**config.mk**
```make
export PLATFORM = sky130hd
export DESIGN_NAME = asp_serial_port
export DESIGN_NICKNAME = d
export VERILOG_FILES = /design/src/verilog/asp_pkg.sv /design/src/verilog/asp_sync.sv /design/src/verilog/asp_count.sv /design/src/verilog/asp_serial_port.sv
export SDC_FILE = /design/constraint.sdc
export NUM_CORES = 1
export LEC_CHECK = 0
export ABC_CLOCK_PERIOD_IN_PS = 5200
export BUFFER_PORTS_ARGS = -buffer_cell sky130_fd_sc_hd__buf_2
export CORE_UTILIZATION = 60
export DETAILED_ROUTE_END_ITERATION = 16
export GPL_ROUTABILITY_DRIVEN = 0
export PLACE_DENSITY = 0.79
export SYNTH_ARGS = -nofsm -noshare
export SYNTH_HDL_FRONTEND = slang
export SYNTH_SLANG_ARGS = --single-unit
```
**constraint.sdc**
```tcl
create_clock -name clk -period 5.2 [get_ports clk]
set_input_delay 0.52 -clock clk [delete_from_list [all_inputs] [get_ports clk]]
set_output_delay 0.52 -clock clk [all_outputs]
set_load 0.05 [all_outputs]
```
**src/verilog/asp_pkg.sv**
```systemverilog
// ****************************************************************
// Serial port and data-ready constants
// ****************************************************************
package asp_pkg;

    // Register widths in bits
    localparam logic [4:0] COMM_W      = 5'h08;
    localparam logic [4:0] SETUP_W     = 5'h08;
    localparam logic [4:0] TEST_W      = 5'h08;
    localparam logic [4:0] DATA_W      = 5'h10;

    // Register select codes
    localparam logic [1:0] RS_COMM     = 2'h0;
    localparam logic [1:0] RS_SETUP    = 2'h1;
    localparam logic [1:0] RS_TEST     = 2'h2;
    localparam logic [1:0] RS_DATA     = 2'h3;

    // Communications byte field positions
    localparam int         RS_HI       = 5;
    localparam int         RS_LO       = 4;
    localparam int         RW_BIT      = 3;
    localparam int         STBY_BIT    = 2;
    localparam int         GAIN_HI     = 1;
    localparam int         GAIN_LO     = 0;

    // Timing counts
    localparam int         HOLD_MCLK   = 500;
    localparam logic [5:0] RESYNC_ONES = 6'h20;

    // Port, pin and control carriers
    typedef struct packed {
        logic       standby;
        logic [1:0] gain;
        logic [7:0] setup;
    } asp_ctrl_t;

    typedef struct packed {
        logic sclk;
        logic cs_n;
        logic din;
        logic mclk;
    } asp_pins_t;

    // Reset values
    localparam asp_ctrl_t  CTRL_RST    = 11'h000;
    localparam logic [3:0] PIN_IDLE    = 4'hc;

    typedef enum logic [2:0] {
        SP_COMM  = 3'b001,
        SP_WRITE = 3'b010,
        SP_READ  = 3'b100
    } asp_ser_t;

    typedef enum logic [2:0] {
        DR_EMPTY = 3'b001,
        DR_AVAIL = 3'b010,
        DR_HOLD  = 3'b100
    } asp_rdy_t;

endpackage : asp_pkg

```
**src/verilog/asp_sync.sv**
```systemverilog
`timescale 1ns/1ps
// ****************************************************************
// Two-stage synchroniser
// ****************************************************************
module asp_sync #(
    parameter int           W   = 1,
    parameter logic [W-1:0] RST = '0
) (
    // Clock and reset
    input  wire logic         clk,
    input  wire logic         rst_n,
    // Asynchronous in, synchronous out
    input  wire logic [W-1:0] d,
    output logic      [W-1:0] q
);

    logic [W-1:0] meta_q;

    // First stage feeds only the second stage
    always_ff @(posedge clk or negedge rst_n) begin
        if (!rst_n) begin
            meta_q <= RST;
            q      <= RST;
        end else begin
            meta_q <= d;
            q      <= meta_q;
        end
    end

endmodule : asp_sync

```
**src/verilog/asp_count.sv**
```systemverilog
`timescale 1ns/1ps
// ****************************************************************
// Tick counter with done pulse
// ****************************************************************
module asp_count #(
    parameter int N = 500
) (
    // Clock and reset
    input  wire logic clk,
    input  wire logic rst_n,
    // Control
    input  wire logic start,
    input  wire logic tick,
    output logic      done
);

    localparam int CW = $clog2(N + 1);

    logic [CW-1:0] cnt_q;
    logic [CW-1:0] cnt_d;
    logic          busy_q;
    logic          busy_d;

    // Done on the N-th tick after start
    assign done = busy_q & tick & (cnt_q == CW'(N - 1));

    // Next count; a restart while busy begins again from zero
    always_comb begin
        cnt_d  = cnt_q;
        busy_d = busy_q;
        if (start) begin
            cnt_d  = '0;
            busy_d = 1'b1;
        end else if (done) begin
            cnt_d  = '0;
            busy_d = 1'b0;
        end else if (busy_q && tick) begin
            cnt_d = cnt_q + CW'(1);
        end
    end

    // Count registers
    always_ff @(posedge clk or negedge rst_n) begin
        if (!rst_n) begin
            cnt_q  <= '0;
            busy_q <= 1'b0;
        end else begin
            cnt_q  <= cnt_d;
            busy_q <= busy_d;
        end
    end

endmodule : asp_count

```
**src/verilog/asp_serial_port.sv**
```systemverilog
`timescale 1ns/1ps
module asp_serial_port (
    // Clock and reset
    input  wire logic                   clk,
    input  wire logic                   reset_n,
    // Serial pins
    input  wire logic                   sclk,
    input  wire logic                   cs_n,
    input  wire logic                   din,
    output logic                        dout,
    output logic                        dout_oe,
    output logic                        data_ready_n,
    // Master clock pins
    input  wire logic                   mclk_in,
    output logic                        mclk_out,
    // Converter core side
    input  wire logic                   conv_valid,
    input  wire logic [15:0]            conv_word,
    input  wire logic                   cal_done,
    output asp_pkg::asp_ctrl_t          ctrl,
    output logic                        core_reset
);

    // ****************************************************************
    // Reset release and pin synchronisers
    // ****************************************************************
    logic               rst_meta_q;
    logic               rst_n_q;
    asp_pkg::asp_pins_t pins;

    // Async assert, clocked release
    always_ff @(posedge clk or negedge reset_n) begin
        if (!reset_n) begin
            rst_meta_q <= 1'b0;
            rst_n_q    <= 1'b0;
        end else begin
            rst_meta_q <= 1'b1;
            rst_n_q    <= rst_meta_q;
        end
    end

    asp_sync #(
        .W   (4),
        .RST (asp_pkg::PIN_IDLE)
    ) u_pin_sync (
        .clk   (clk),
        .rst_n (rst_n_q),
        .d     ({sclk, cs_n, din, mclk_in}),
        .q     (pins)
    );

    // ****************************************************************
    // Serial shift engine
    // ****************************************************************
    asp_pkg::asp_ser_t  ser_q,       ser_d;
    asp_pkg::asp_ctrl_t ctrl_q,      ctrl_d;
    logic [4:0]         bit_cnt_q,   bit_cnt_d;
    logic [5:0]         ones_q,      ones_d;
    logic [15:0]        shin_q,      shin_d;
    logic [15:0]        out_sh_q,    out_sh_d;
    logic [1:0]         rs_q,        rs_d;
    logic               rw_q,        rw_d;
    logic               rd_done_q,   rd_done_d;
    logic               sclk_prev_q;
    logic               dout_q,      dout_d;
    logic               dout_oe_q,   oe_d;
    logic               data_ready_n_q;
    logic [15:0]        data_q;
    logic               sclk_rise;
    logic               sclk_fall;

    // Edges found at clk rate; host may stop the clock between bytes
    assign sclk_rise = pins.sclk & ~sclk_prev_q;
    assign sclk_fall = ~pins.sclk & sclk_prev_q;

    function automatic logic [4:0] reg_width(input logic [1:0] rs);
        case (rs)
            asp_pkg::RS_COMM:  reg_width = asp_pkg::COMM_W;
            asp_pkg::RS_SETUP: reg_width = asp_pkg::SETUP_W;
            asp_pkg::RS_TEST:  reg_width = asp_pkg::TEST_W;
            default:           reg_width = asp_pkg::DATA_W;
        endcase
    endfunction : reg_width

    // Read source, MSB aligned; test register reads as zero
    function automatic logic [15:0] read_src(input logic [1:0] rs);
        case (rs)
            asp_pkg::RS_COMM:  read_src = {data_ready_n_q, 1'b0, rs_q, rw_q, ctrl_q.standby, ctrl_q.gain, 8'h00};
            asp_pkg::RS_SETUP: read_src = {ctrl_q.setup, 8'h00};
            asp_pkg::RS_DATA:  read_src = data_q;
            default:           read_src = 16'h0000;
        endcase
    endfunction : read_src

    // Next state of the shift engine
    always_comb begin
        ser_d     = ser_q;
        bit_cnt_d = bit_cnt_q;
        ones_d    = ones_q;
        shin_d    = shin_q;
        out_sh_d  = out_sh_q;
        rs_d      = rs_q;
        rw_d      = rw_q;
        ctrl_d    = ctrl_q;
        rd_done_d = 1'b0;
        oe_d      = ~pins.cs_n;
        if (pins.cs_n) begin
            // Deselect ends the frame; a partial word restarts next frame
            bit_cnt_d = '0;
            if (ser_q == asp_pkg::SP_READ) begin
                out_sh_d = read_src(rs_q);
            end
        end else if (sclk_rise) begin
            shin_d    = {shin_q[14:0], pins.din};
            bit_cnt_d = bit_cnt_q + 5'h01;
            ones_d    = pins.din ? ones_q + 6'h01 : 6'h00;
            case (ser_q)
                asp_pkg::SP_COMM: begin
                    if (bit_cnt_q == 5'h00 && pins.din) begin
                        bit_cnt_d = '0;
                    end else if (bit_cnt_q == asp_pkg::COMM_W - 5'h01) begin
                        rs_d           = shin_d[asp_pkg::RS_HI:asp_pkg::RS_LO];
                        rw_d           = shin_d[asp_pkg::RW_BIT];
                        ctrl_d.standby = shin_d[asp_pkg::STBY_BIT];
                        ctrl_d.gain    = shin_d[asp_pkg::GAIN_HI:asp_pkg::GAIN_LO];
                        bit_cnt_d      = '0;
                        if (rw_d) begin
                            ser_d    = asp_pkg::SP_READ;
                            out_sh_d = read_src(rs_d);
                            // Comm readback shows the byte just taken, not the one before
                            if (rs_d == asp_pkg::RS_COMM) begin
                                out_sh_d = {data_ready_n_q, 1'b0, shin_d[asp_pkg::RS_HI:asp_pkg::GAIN_LO], 8'h00};
                            end
                        end else begin
                            ser_d = asp_pkg::SP_WRITE;
                        end
                    end
                end
                asp_pkg::SP_WRITE: begin
                    // Target updates only once the full width is in
                    if (bit_cnt_q == reg_width(rs_q) - 5'h01) begin
                        bit_cnt_d = '0;
                        ser_d     = asp_pkg::SP_COMM;
                        if (rs_q == asp_pkg::RS_SETUP) begin
                            ctrl_d.setup = shin_d[7:0];
                        end else if (rs_q == asp_pkg::RS_COMM) begin
                            rs_d           = shin_d[asp_pkg::RS_HI:asp_pkg::RS_LO];
                            rw_d           = shin_d[asp_pkg::RW_BIT];
                            ctrl_d.standby = shin_d[asp_pkg::STBY_BIT];
                            ctrl_d.gain    = shin_d[asp_pkg::GAIN_HI:asp_pkg::GAIN_LO];
                        end
                    end
                end
                asp_pkg::SP_READ: begin
                    if (bit_cnt_q == reg_width(rs_q) - 5'h01) begin
                        bit_cnt_d = '0;
                        ser_d     = asp_pkg::SP_COMM;
                        out_sh_d  = '0;
                        rd_done_d = (rs_q == asp_pkg::RS_DATA);
                    end
                end
                default: begin
                    ser_d     = asp_pkg::SP_COMM;
                    bit_cnt_d = '0;
                end
            endcase
            // A long run of ones brings a lost interface back to its start
            if (ones_q == asp_pkg::RESYNC_ONES - 6'h01 && pins.din) begin
                ser_d     = asp_pkg::SP_COMM;
                bit_cnt_d = '0;
                ones_d    = '0;
                out_sh_d  = '0;
                rd_done_d = 1'b0;
            end
        end else if (sclk_fall && ser_q == asp_pkg::SP_READ && bit_cnt_q != 5'h00) begin
            // First fall of a read keeps the MSB out for the host's first rise
            out_sh_d = {out_sh_q[14:0], 1'b0};
        end
        dout_d = out_sh_d[15];
    end

    // Shift engine registers
    always_ff @(posedge clk or negedge rst_n_q) begin
        if (!rst_n_q) begin
            ser_q       <= asp_pkg::SP_COMM;
            ctrl_q      <= asp_pkg::CTRL_RST;
            bit_cnt_q   <= '0;
            ones_q      <= '0;
            shin_q      <= '0;
            out_sh_q    <= '0;
            rs_q        <= asp_pkg::RS_COMM;
            rw_q        <= 1'b0;
            rd_done_q   <= 1'b0;
            sclk_prev_q <= 1'b1;
            dout_q      <= 1'b0;
            dout_oe_q   <= 1'b0;
        end else begin
            ser_q       <= ser_d;
            ctrl_q      <= ctrl_d;
            bit_cnt_q   <= bit_cnt_d;
            ones_q      <= ones_d;
            shin_q      <= shin_d;
            out_sh_q    <= out_sh_d;
            rs_q        <= rs_d;
            rw_q        <= rw_d;
            rd_done_q   <= rd_done_d;
            sclk_prev_q <= pins.sclk;
            dout_q      <= dout_d;
            dout_oe_q   <= oe_d;
        end
    end

    // ****************************************************************
    // Data-ready handshake and master clock
    // ****************************************************************
    asp_pkg::asp_rdy_t rdy_q,  rdy_d;
    logic [15:0]       data_d;
    logic [15:0]       pend_q, pend_d;
    logic [9:0]        ticks_q, ticks_d;
    logic              ready_n_d;
    logic              mclk_prev_q;
    logic              mclk_out_q;
    logic              core_reset_q;
    logic              mclk_tick;
    logic              hold_start;
    logic              hold_done;

    assign mclk_tick = pins.mclk & ~mclk_prev_q;

    asp_count #(
        .N (asp_pkg::HOLD_MCLK)
    ) u_hold (
        .clk   (clk),
        .rst_n (rst_n_q),
        .start (hold_start),
        .tick  (mclk_tick),
        .done  (hold_done)
    );

    // Next data-ready state; a newer word during the hold replaces the pending one
    always_comb begin
        rdy_d      = rdy_q;
        data_d     = data_q;
        pend_d     = pend_q;
        hold_start = 1'b0;
        ticks_d    = (rdy_q == asp_pkg::DR_HOLD) ? ticks_q + {9'h000, mclk_tick} : 10'h000;
        case (rdy_q)
            asp_pkg::DR_EMPTY: begin
                if (conv_valid) begin
                    data_d = conv_word;
                    rdy_d  = asp_pkg::DR_AVAIL;
                end else if (cal_done) begin
                    rdy_d = asp_pkg::DR_AVAIL;
                end
            end
            asp_pkg::DR_AVAIL: begin
                if (rd_done_q) begin
                    if (conv_valid) begin
                        data_d = conv_word;
                    end else begin
                        rdy_d = asp_pkg::DR_EMPTY;
                    end
                end else if (conv_valid) begin
                    pend_d     = conv_word;
                    hold_start = 1'b1;
                    rdy_d      = asp_pkg::DR_HOLD;
                end
            end
            asp_pkg::DR_HOLD: begin
                // In this state the data register takes the pending word only when the hold ends, while the host stays off
                if (conv_valid) begin
                    pend_d = conv_word;
                end
                if (hold_done) begin
                    data_d = pend_d;
                    rdy_d  = asp_pkg::DR_AVAIL;
                end
            end
            default: rdy_d = asp_pkg::DR_EMPTY;
        endcase
        ready_n_d = (rdy_d != asp_pkg::DR_AVAIL);
    end

    // Data-ready registers; the inverted clock lags the pin by the synchroniser and one more register
    always_ff @(posedge clk or negedge rst_n_q) begin
        if (!rst_n_q) begin
            rdy_q          <= asp_pkg::DR_EMPTY;
            data_q         <= '0;
            pend_q         <= '0;
            ticks_q        <= '0;
            data_ready_n_q <= 1'b1;
            mclk_prev_q    <= 1'b0;
            mclk_out_q     <= 1'b1;
            core_reset_q   <= 1'b1;
        end else begin
            rdy_q          <= rdy_d;
            data_q         <= data_d;
            pend_q         <= pend_d;
            ticks_q        <= ticks_d;
            data_ready_n_q <= ready_n_d;
            mclk_prev_q    <= pins.mclk;
            mclk_out_q     <= ~pins.mclk;
            core_reset_q   <= 1'b0;
        end
    end

    // Outputs
    assign dout         = dout_q;
    assign dout_oe      = dout_oe_q;
    assign data_ready_n = data_ready_n_q;
    assign mclk_out     = mclk_out_q;
    assign ctrl         = ctrl_q;
    assign core_reset   = core_reset_q;
endmodule : asp_serial_port

```
Word level (Yosys, flattened, before mapping)
Index checks and enable logic that the tools add are counted.
Widths: inputs -> output; s select.
{"block": "totals", "register_bits": 113, "latch_bits": 0, "word_cells": 184, "rom_bits": 0, "inputBits": 24, "ramBits": 0, "n_memories": 0, "out_inout_bits": 16}
{"block": "op_classes", "magnitude_cmp": 0, "n_reduce_logical": 24, "shifts": 0, "eq_ne": 35, "n_addsub": 5, "mul": 0, "muxes": 83, "bitwise": 10, "div": 0}
{"op": "$mux 16", "n": 15}
{"op": "$pmux 16 s2", "n": 3}
{"op": "$pmux 16 s3", "n": 2}
{"op": "$mux 5", "n": 14}
{"op": "$mux 3", "n": 16}
{"op": "$mux 9", "n": 3}
{"op": "$ne 5x4->1 const B", "n": 4}
{"op": "$ne 2x2->1 const B", "n": 9}
{"op": "$pmux 3 s3", "n": 2}
{"op": "$mux 1", "n": 15}
{"op": "$pmux 5 s3", "n": 1}
{"op": "$mux 6", "n": 2}
{"op": "$ne 3x3->1 const B", "n": 4}
{"op": "$mux 11", "n": 1}
{"op": "$eq 5x5->1", "n": 2}
{"op": "$mux 2", "n": 5}
{"op": "$sub 5x1->5 const B", "n": 2}
{"op": "$add 9x1->9 const B", "n": 1}
{"op": "$eq 9x9->1 const B", "n": 1}
{"op": "$reduce_bool 3->1", "n": 3}
{"op": "$mux 8", "n": 1}
{"op": "$reduce_and 8->1", "n": 1}
{"op": "$reduce_bool 2->1", "n": 4}
{"op": "$reduce_and 7->1", "n": 1}
{"op": "other kinds (25)", "n": 45}

Logic depth before layout (Yosys ltp)
{"block": "depth", "depth_word": 13, "depth_mapped": 8, "depth_no_buf": 7}

Hierarchy
A second synthesis with hierarchy kept.
{"block": "unflattened", "cells_unflattened": 485, "hier_area_um2": 5444.0}
{"module": "asp_serial_port", "cells_each": 423, "instances": 1, "seq_area_each_um2": 2384.8, "area_each_um2": 4697.0}
{"module": "asp_count", "cells_each": 54, "instances": 1, "seq_area_each_um2": 250.2, "area_each_um2": 541.8}
{"module": "asp_sync", "cells_each": 8, "instances": 1, "seq_area_each_um2": 205.2, "area_each_um2": 205.2}

Worst setup path after synthesis
Ideal clock, no wire load.
{"block": "synth_path", "path_kind": "reg2reg", "from": "register ones_q[0]", "to": "register out_sh_q[12]", "synth_period_minus_slack_ns": 1.986, "setup_time_ns": 0.125, "slack_ns": 3.214, "arrival_time_ns": 1.861, "path_stages_with_launch": 8, "cell_sequence": "dfrtp_1 > ha_1 > nand3_1 > or2_2 > clkbuf_1 > nand2_1 > o22ai_4 > mux2_4"}
{"block": "synth_between", "elab_chain_cells": 5, "word_cells_on_any_way": 11}
{"item": "start: declaration", "line": "asp_serial_port.sv:58", "rtl": "logic [5:0] ones_q, ones_d;"}
{"item": "start signal: assignment", "line": "asp_serial_port.sv:201", "rtl": "ones_q <= ones_d;"}
{"item": "$eq 6x5->1 *", "line": "asp_serial_port.sv:168", "rtl": "if (ones_q == asp_pkg::RESYNC_ONES - 6'h01 && pins.din) begin"}
{"item": "$logic_and 1x1->1 *", "line": "asp_serial_port.sv:168"}
{"item": "parallel branches: the longest is 3 deep, another holds $reduce_and 7->1"}
{"item": "end signal: assignment", "line": "asp_serial_port.sv:203", "rtl": "out_sh_q <= out_sh_d;"}
{"item": "end: declaration", "line": "asp_serial_port.sv:60", "rtl": "logic [15:0] out_sh_q, out_sh_d;"}
Mark *: on every way between the ends.
A chain may end at the register's enable or synchronous reset.

Worst setup path in the final report
{"block": "layout_path", "from": "register u_pin_sync.q[3]", "to": "register out_sh_q[14]"}
{"block": "layout_between", "elab_chain_cells": 6, "word_cells_on_any_way": 14}
{"item": "start: declaration", "line": "asp_sync.sv:14", "rtl": "output logic [W-1:0] q"}
{"item": "start signal: assignment", "line": "asp_sync.sv:26", "rtl": "q <= meta_q;"}
{"item": "$not 1->1", "line": "asp_serial_port.sv:74", "rtl": "assign sclk_fall = ~pins.sclk & sclk_prev_q;"}
{"item": "$and 1x1->1", "line": "asp_serial_port.sv:74"}
{"item": "$logic_and 1x1->1 (2 in series)", "line": "asp_serial_port.sv:175", "rtl": "end else if (sclk_fall && ser_q == asp_pkg::SP_READ && bit_cnt_q != 5'h00) begin"}
{"item": "$reduce_bool 3->1 (no source line)"}
{"item": "$reduce_and 7->1 (no source line)"}
Several ways; a longest one is shown, not always the timed one.

==> flow_summary_export.csv <==
group,metric,value,unit
route,routed_wl,10800,um
synthesis,synth.yosys.warnings,0,
sta,hold_violations,0,
synthesis,synth_edf_count,0,
synthesis,async_flop_share,1.00,
synthesis,synth_top_area_share,0.469,
cts,clkLatencyLatePin,520,ps
placement,placed_cell_area,0.00572,mm2
synthesis,yosysUniqueCellTypes,60,
global_route,antenna_found_initial,0,
floorplan,core_area,0.00881,mm2
worst_setup_path,crit_path_cell_trace,"nor3b_2, nand2_1, o22ai_4, mux2_4",
power_and_ir_drop,peakVddDrop,0.000335,V
route,drc_errors,4,
sta,holdWs,99.2,ps
sta,slew_viol_final,0,
worst_setup_path,slowest_stage,"o22ai_4",
synthesis,syn_nets,513,
sta,min_period,2650,ps
cts,cts_tree,"yes",
floorplan,start_util,0.624,
cells_and_area,fillers,598,
power_and_ir_drop,p_sw_frac,0.321,
cts,clkSinkCount,113,
synthesis,synth_most_common_cell,"dfrtp_1",
cells_and_area,final_nets,552,
floorplan,ios,40,
global_route,global_route.overflow_total,0,
worst_setup_path,end_kind,"register",
power_and_ir_drop,power_density,511,mW/mm2
power_and_ir_drop,p_sw,1.03,mW
synthesis,synthFlopType,"dfrtp_1",
power_and_ir_drop,p_seq_frac,0.429,
sta,final.period_utilization,0.509,
synthesis,synth_top_cell_by_area,"dfrtp_1",
sta,setup_slack,2550,ps
cells_and_area,final_area,0.00631,mm2
cells_and_area,drive_above_1_share,0.309,
worst_setup_path,critPathBufInv,0,
route,drt_iter0_markers,282,
worst_setup_path,cp.arrival,3040,ps
cts,clkTransAtPathRegs,60,ps
synthesis,synthTopCellsByCount,"dfrtp_1 (103), mux2_2 (64), nand2_1 (52), mux2i_1 (31), inv_1 (25)",
route,drt_pre_antenna_iters,11,
cts,numCtsBuffers,17,
placement,port-buffer-count,39,
route,vias,3779,
sta,tightest_slew,927,ps
run_status,violations,"DRC",
cts,post_cts_resized,0,
floorplan,die_h,97.7,um
worst_setup_path,crit_type,"register to register",
worst_setup_path,cpPeakStageDelay,680,ps
sta,rsz0062_at_grt,"false",
sta,max_freq,378,MHz
floorplan,num_rows,34,
floorplan,design.die.area,0.00955,mm2
global_route,grt_pass1_wl,18300,um
synthesis,synth_area,0.00550,mm2
floorplan,die_x,97.7,um
cells_and_area,diodes,0,
worst_setup_path,start_kind,"register",
cts,cts_buffer_depth,2,
run,max-cap-violations,0,
placement,place_inst,612,
hold_path,hp-class,"input pin to register",
global_route,grt_max_degree,59,
cells_and_area,fin_cells,645,
worst_setup_path,cpLargestDelayFamily,"simple AND/OR/NAND/NOR gates",
power_and_ir_drop,p_leak,2.91,nW
route,routed_via_density,5.86,
sta,setup_viol,0,
cells_and_area,utilization,0.716,
global_route,grt_pass1_vias,3826,
global_route,gr-usage-all-layers,0.249,
placement,dp_hpwl,7130,um
sta,final.setup_skew,7.94,ps
cts,cts-root-buf,"clkbuf_8",
power_and_ir_drop,power,3.22,mW
cells_and_area,syn_to_final_growth,14.8,%
power_and_ir_drop,p_int,2.19,mW
synthesis,yosysSeqAreaShare,0.517,
synthesis,synth_area_leaders,"dfrtp_1 (47%), mux2_2 (13%), mux2i_1 (5.6%)",
route,drtAntennaViolNets,0,
cts,htree_num_levels,4,
power_and_ir_drop,p_clk_frac,0.345,
placement,dp_slack,2600,ps
synthesis,synth-seq-cells,113,
sta,maxSlewHeadroom,0.382,
route,wl_per_cell,16.7,um
synthesis,avgSynthCellArea,11.3,um2
worst_setup_path,crit_required,5600,ps
worst_setup_path,cp_max_fo,16,
sta,finalSetupTns,0,ps
run_status,status,"finished with violations",
synthesis,synth_cells,485,
power_and_ir_drop,p_comb_frac,0.226,
cell usage in the layout (no fill, tap or decap), drive strengths merged, types with 3 or more instances in the layout:
cell	count
nand4	5
clkinvlp	4
mux2	68
nor2	24
xnor2	3
a22o	13
nand3	18
dfstp	10
xor2	8
o221ai	3
mux2i	31
ha	4
a21oi	21
nor3	5
clkbuf	18
o21ai	23
nor3b	5
nand2	53
buf	41
a21o	4
clkinv	4
o21a	3
dfrtp	103
nand3b	4
inv	29
nand2b	3
worst reg2reg max path: stages (launching register included):
cell and delay [ps]:
dfstp_2 560, nor3b_2 640, nand2_1 300, o22ai_4 680
mux2_4 360
state kept, by name, summed over array words and instances, names as in the netlist, 2 cells and up:
register and cells:
bit_cnt_q 5, ctrl 11, data_q 16, ones_q 6
out_sh_q 16, pend_q 16, rdy_q 3, rs_q 2
ser_q 3, shin_q 7, u_hold.cnt_q 9, u_pin_sync.meta_q 4
u_pin_sync.q 4
path summary, 6_finish.rpt:
kind                       slack, ps                    to                 start  cells after the start
max                             2550          out_sh_q[14]       u_pin_sync.q[3]                      4
min                              100  u_pin_sync.meta_q[2]                  cs_n                      1
max reg2reg                     2550          out_sh_q[14]       u_pin_sync.q[3]                      4
min reg2reg                      350       u_pin_sync.q[0]  u_pin_sync.meta_q[0]                      0
max in group asynchronous       3610             shin_q[0]               rst_n_q                      1
min in group asynchronous        310               rst_n_q               reset_n                      2
timing repair:
| action | CTS | global route |
|---|---|---|
| setup buffers | 0 | 0 |
| endpoints found under the hold margin | 2 | 0 |
| hold buffers | 1 | 0 |
routing by layer:
layer	vias up	track usage	part of all wire
li1	1782	-	-
met1	1876	0.321	0.45
met2	102	0.402	0.48
met3	19	0.0626	0.045
met5	-	0	0
met4	0	0.113	0.018
cell families after synthesis:
logic type	Yosys count	synth area share
simple gates	130	0.119
flops	113	0.517
mux	99	0.198
compound gates	79	0.0993
buf+inv	47	0.0389
xor+xnor	11	0.0175
fa+ha+maj	4	0.00911
other cells	2	0.00137
power groups by stage:
stage | clock, mW | combinational (mW) | sequential [mW]
2_1_floorplan | 0 | 0.583 | 1.35
3_3_place_gp | 0 | 0.697 | 1.37
3_5_place_dp | 0 | 0.725 | 1.38
4_1_cts | 1.13 | 0.734 | 1.38
5_1_grt | 1.17 | 0.796 | 1.42
6_report | 1.11 | 0.728 | 1.38
layout make-up:
cell class	instances	area [um2]	share of cell area
clock buffer	18	418	0.0662
inverter	25	93.8	0.0149
clock inverter	14	156	0.0248
multi-input combinational	325	2440	0.387
tap	108	135	0.0214
timing repair buffer	42	220	0.0349
sequential	113	2840	0.451
(Power assumes the default switching activity.)
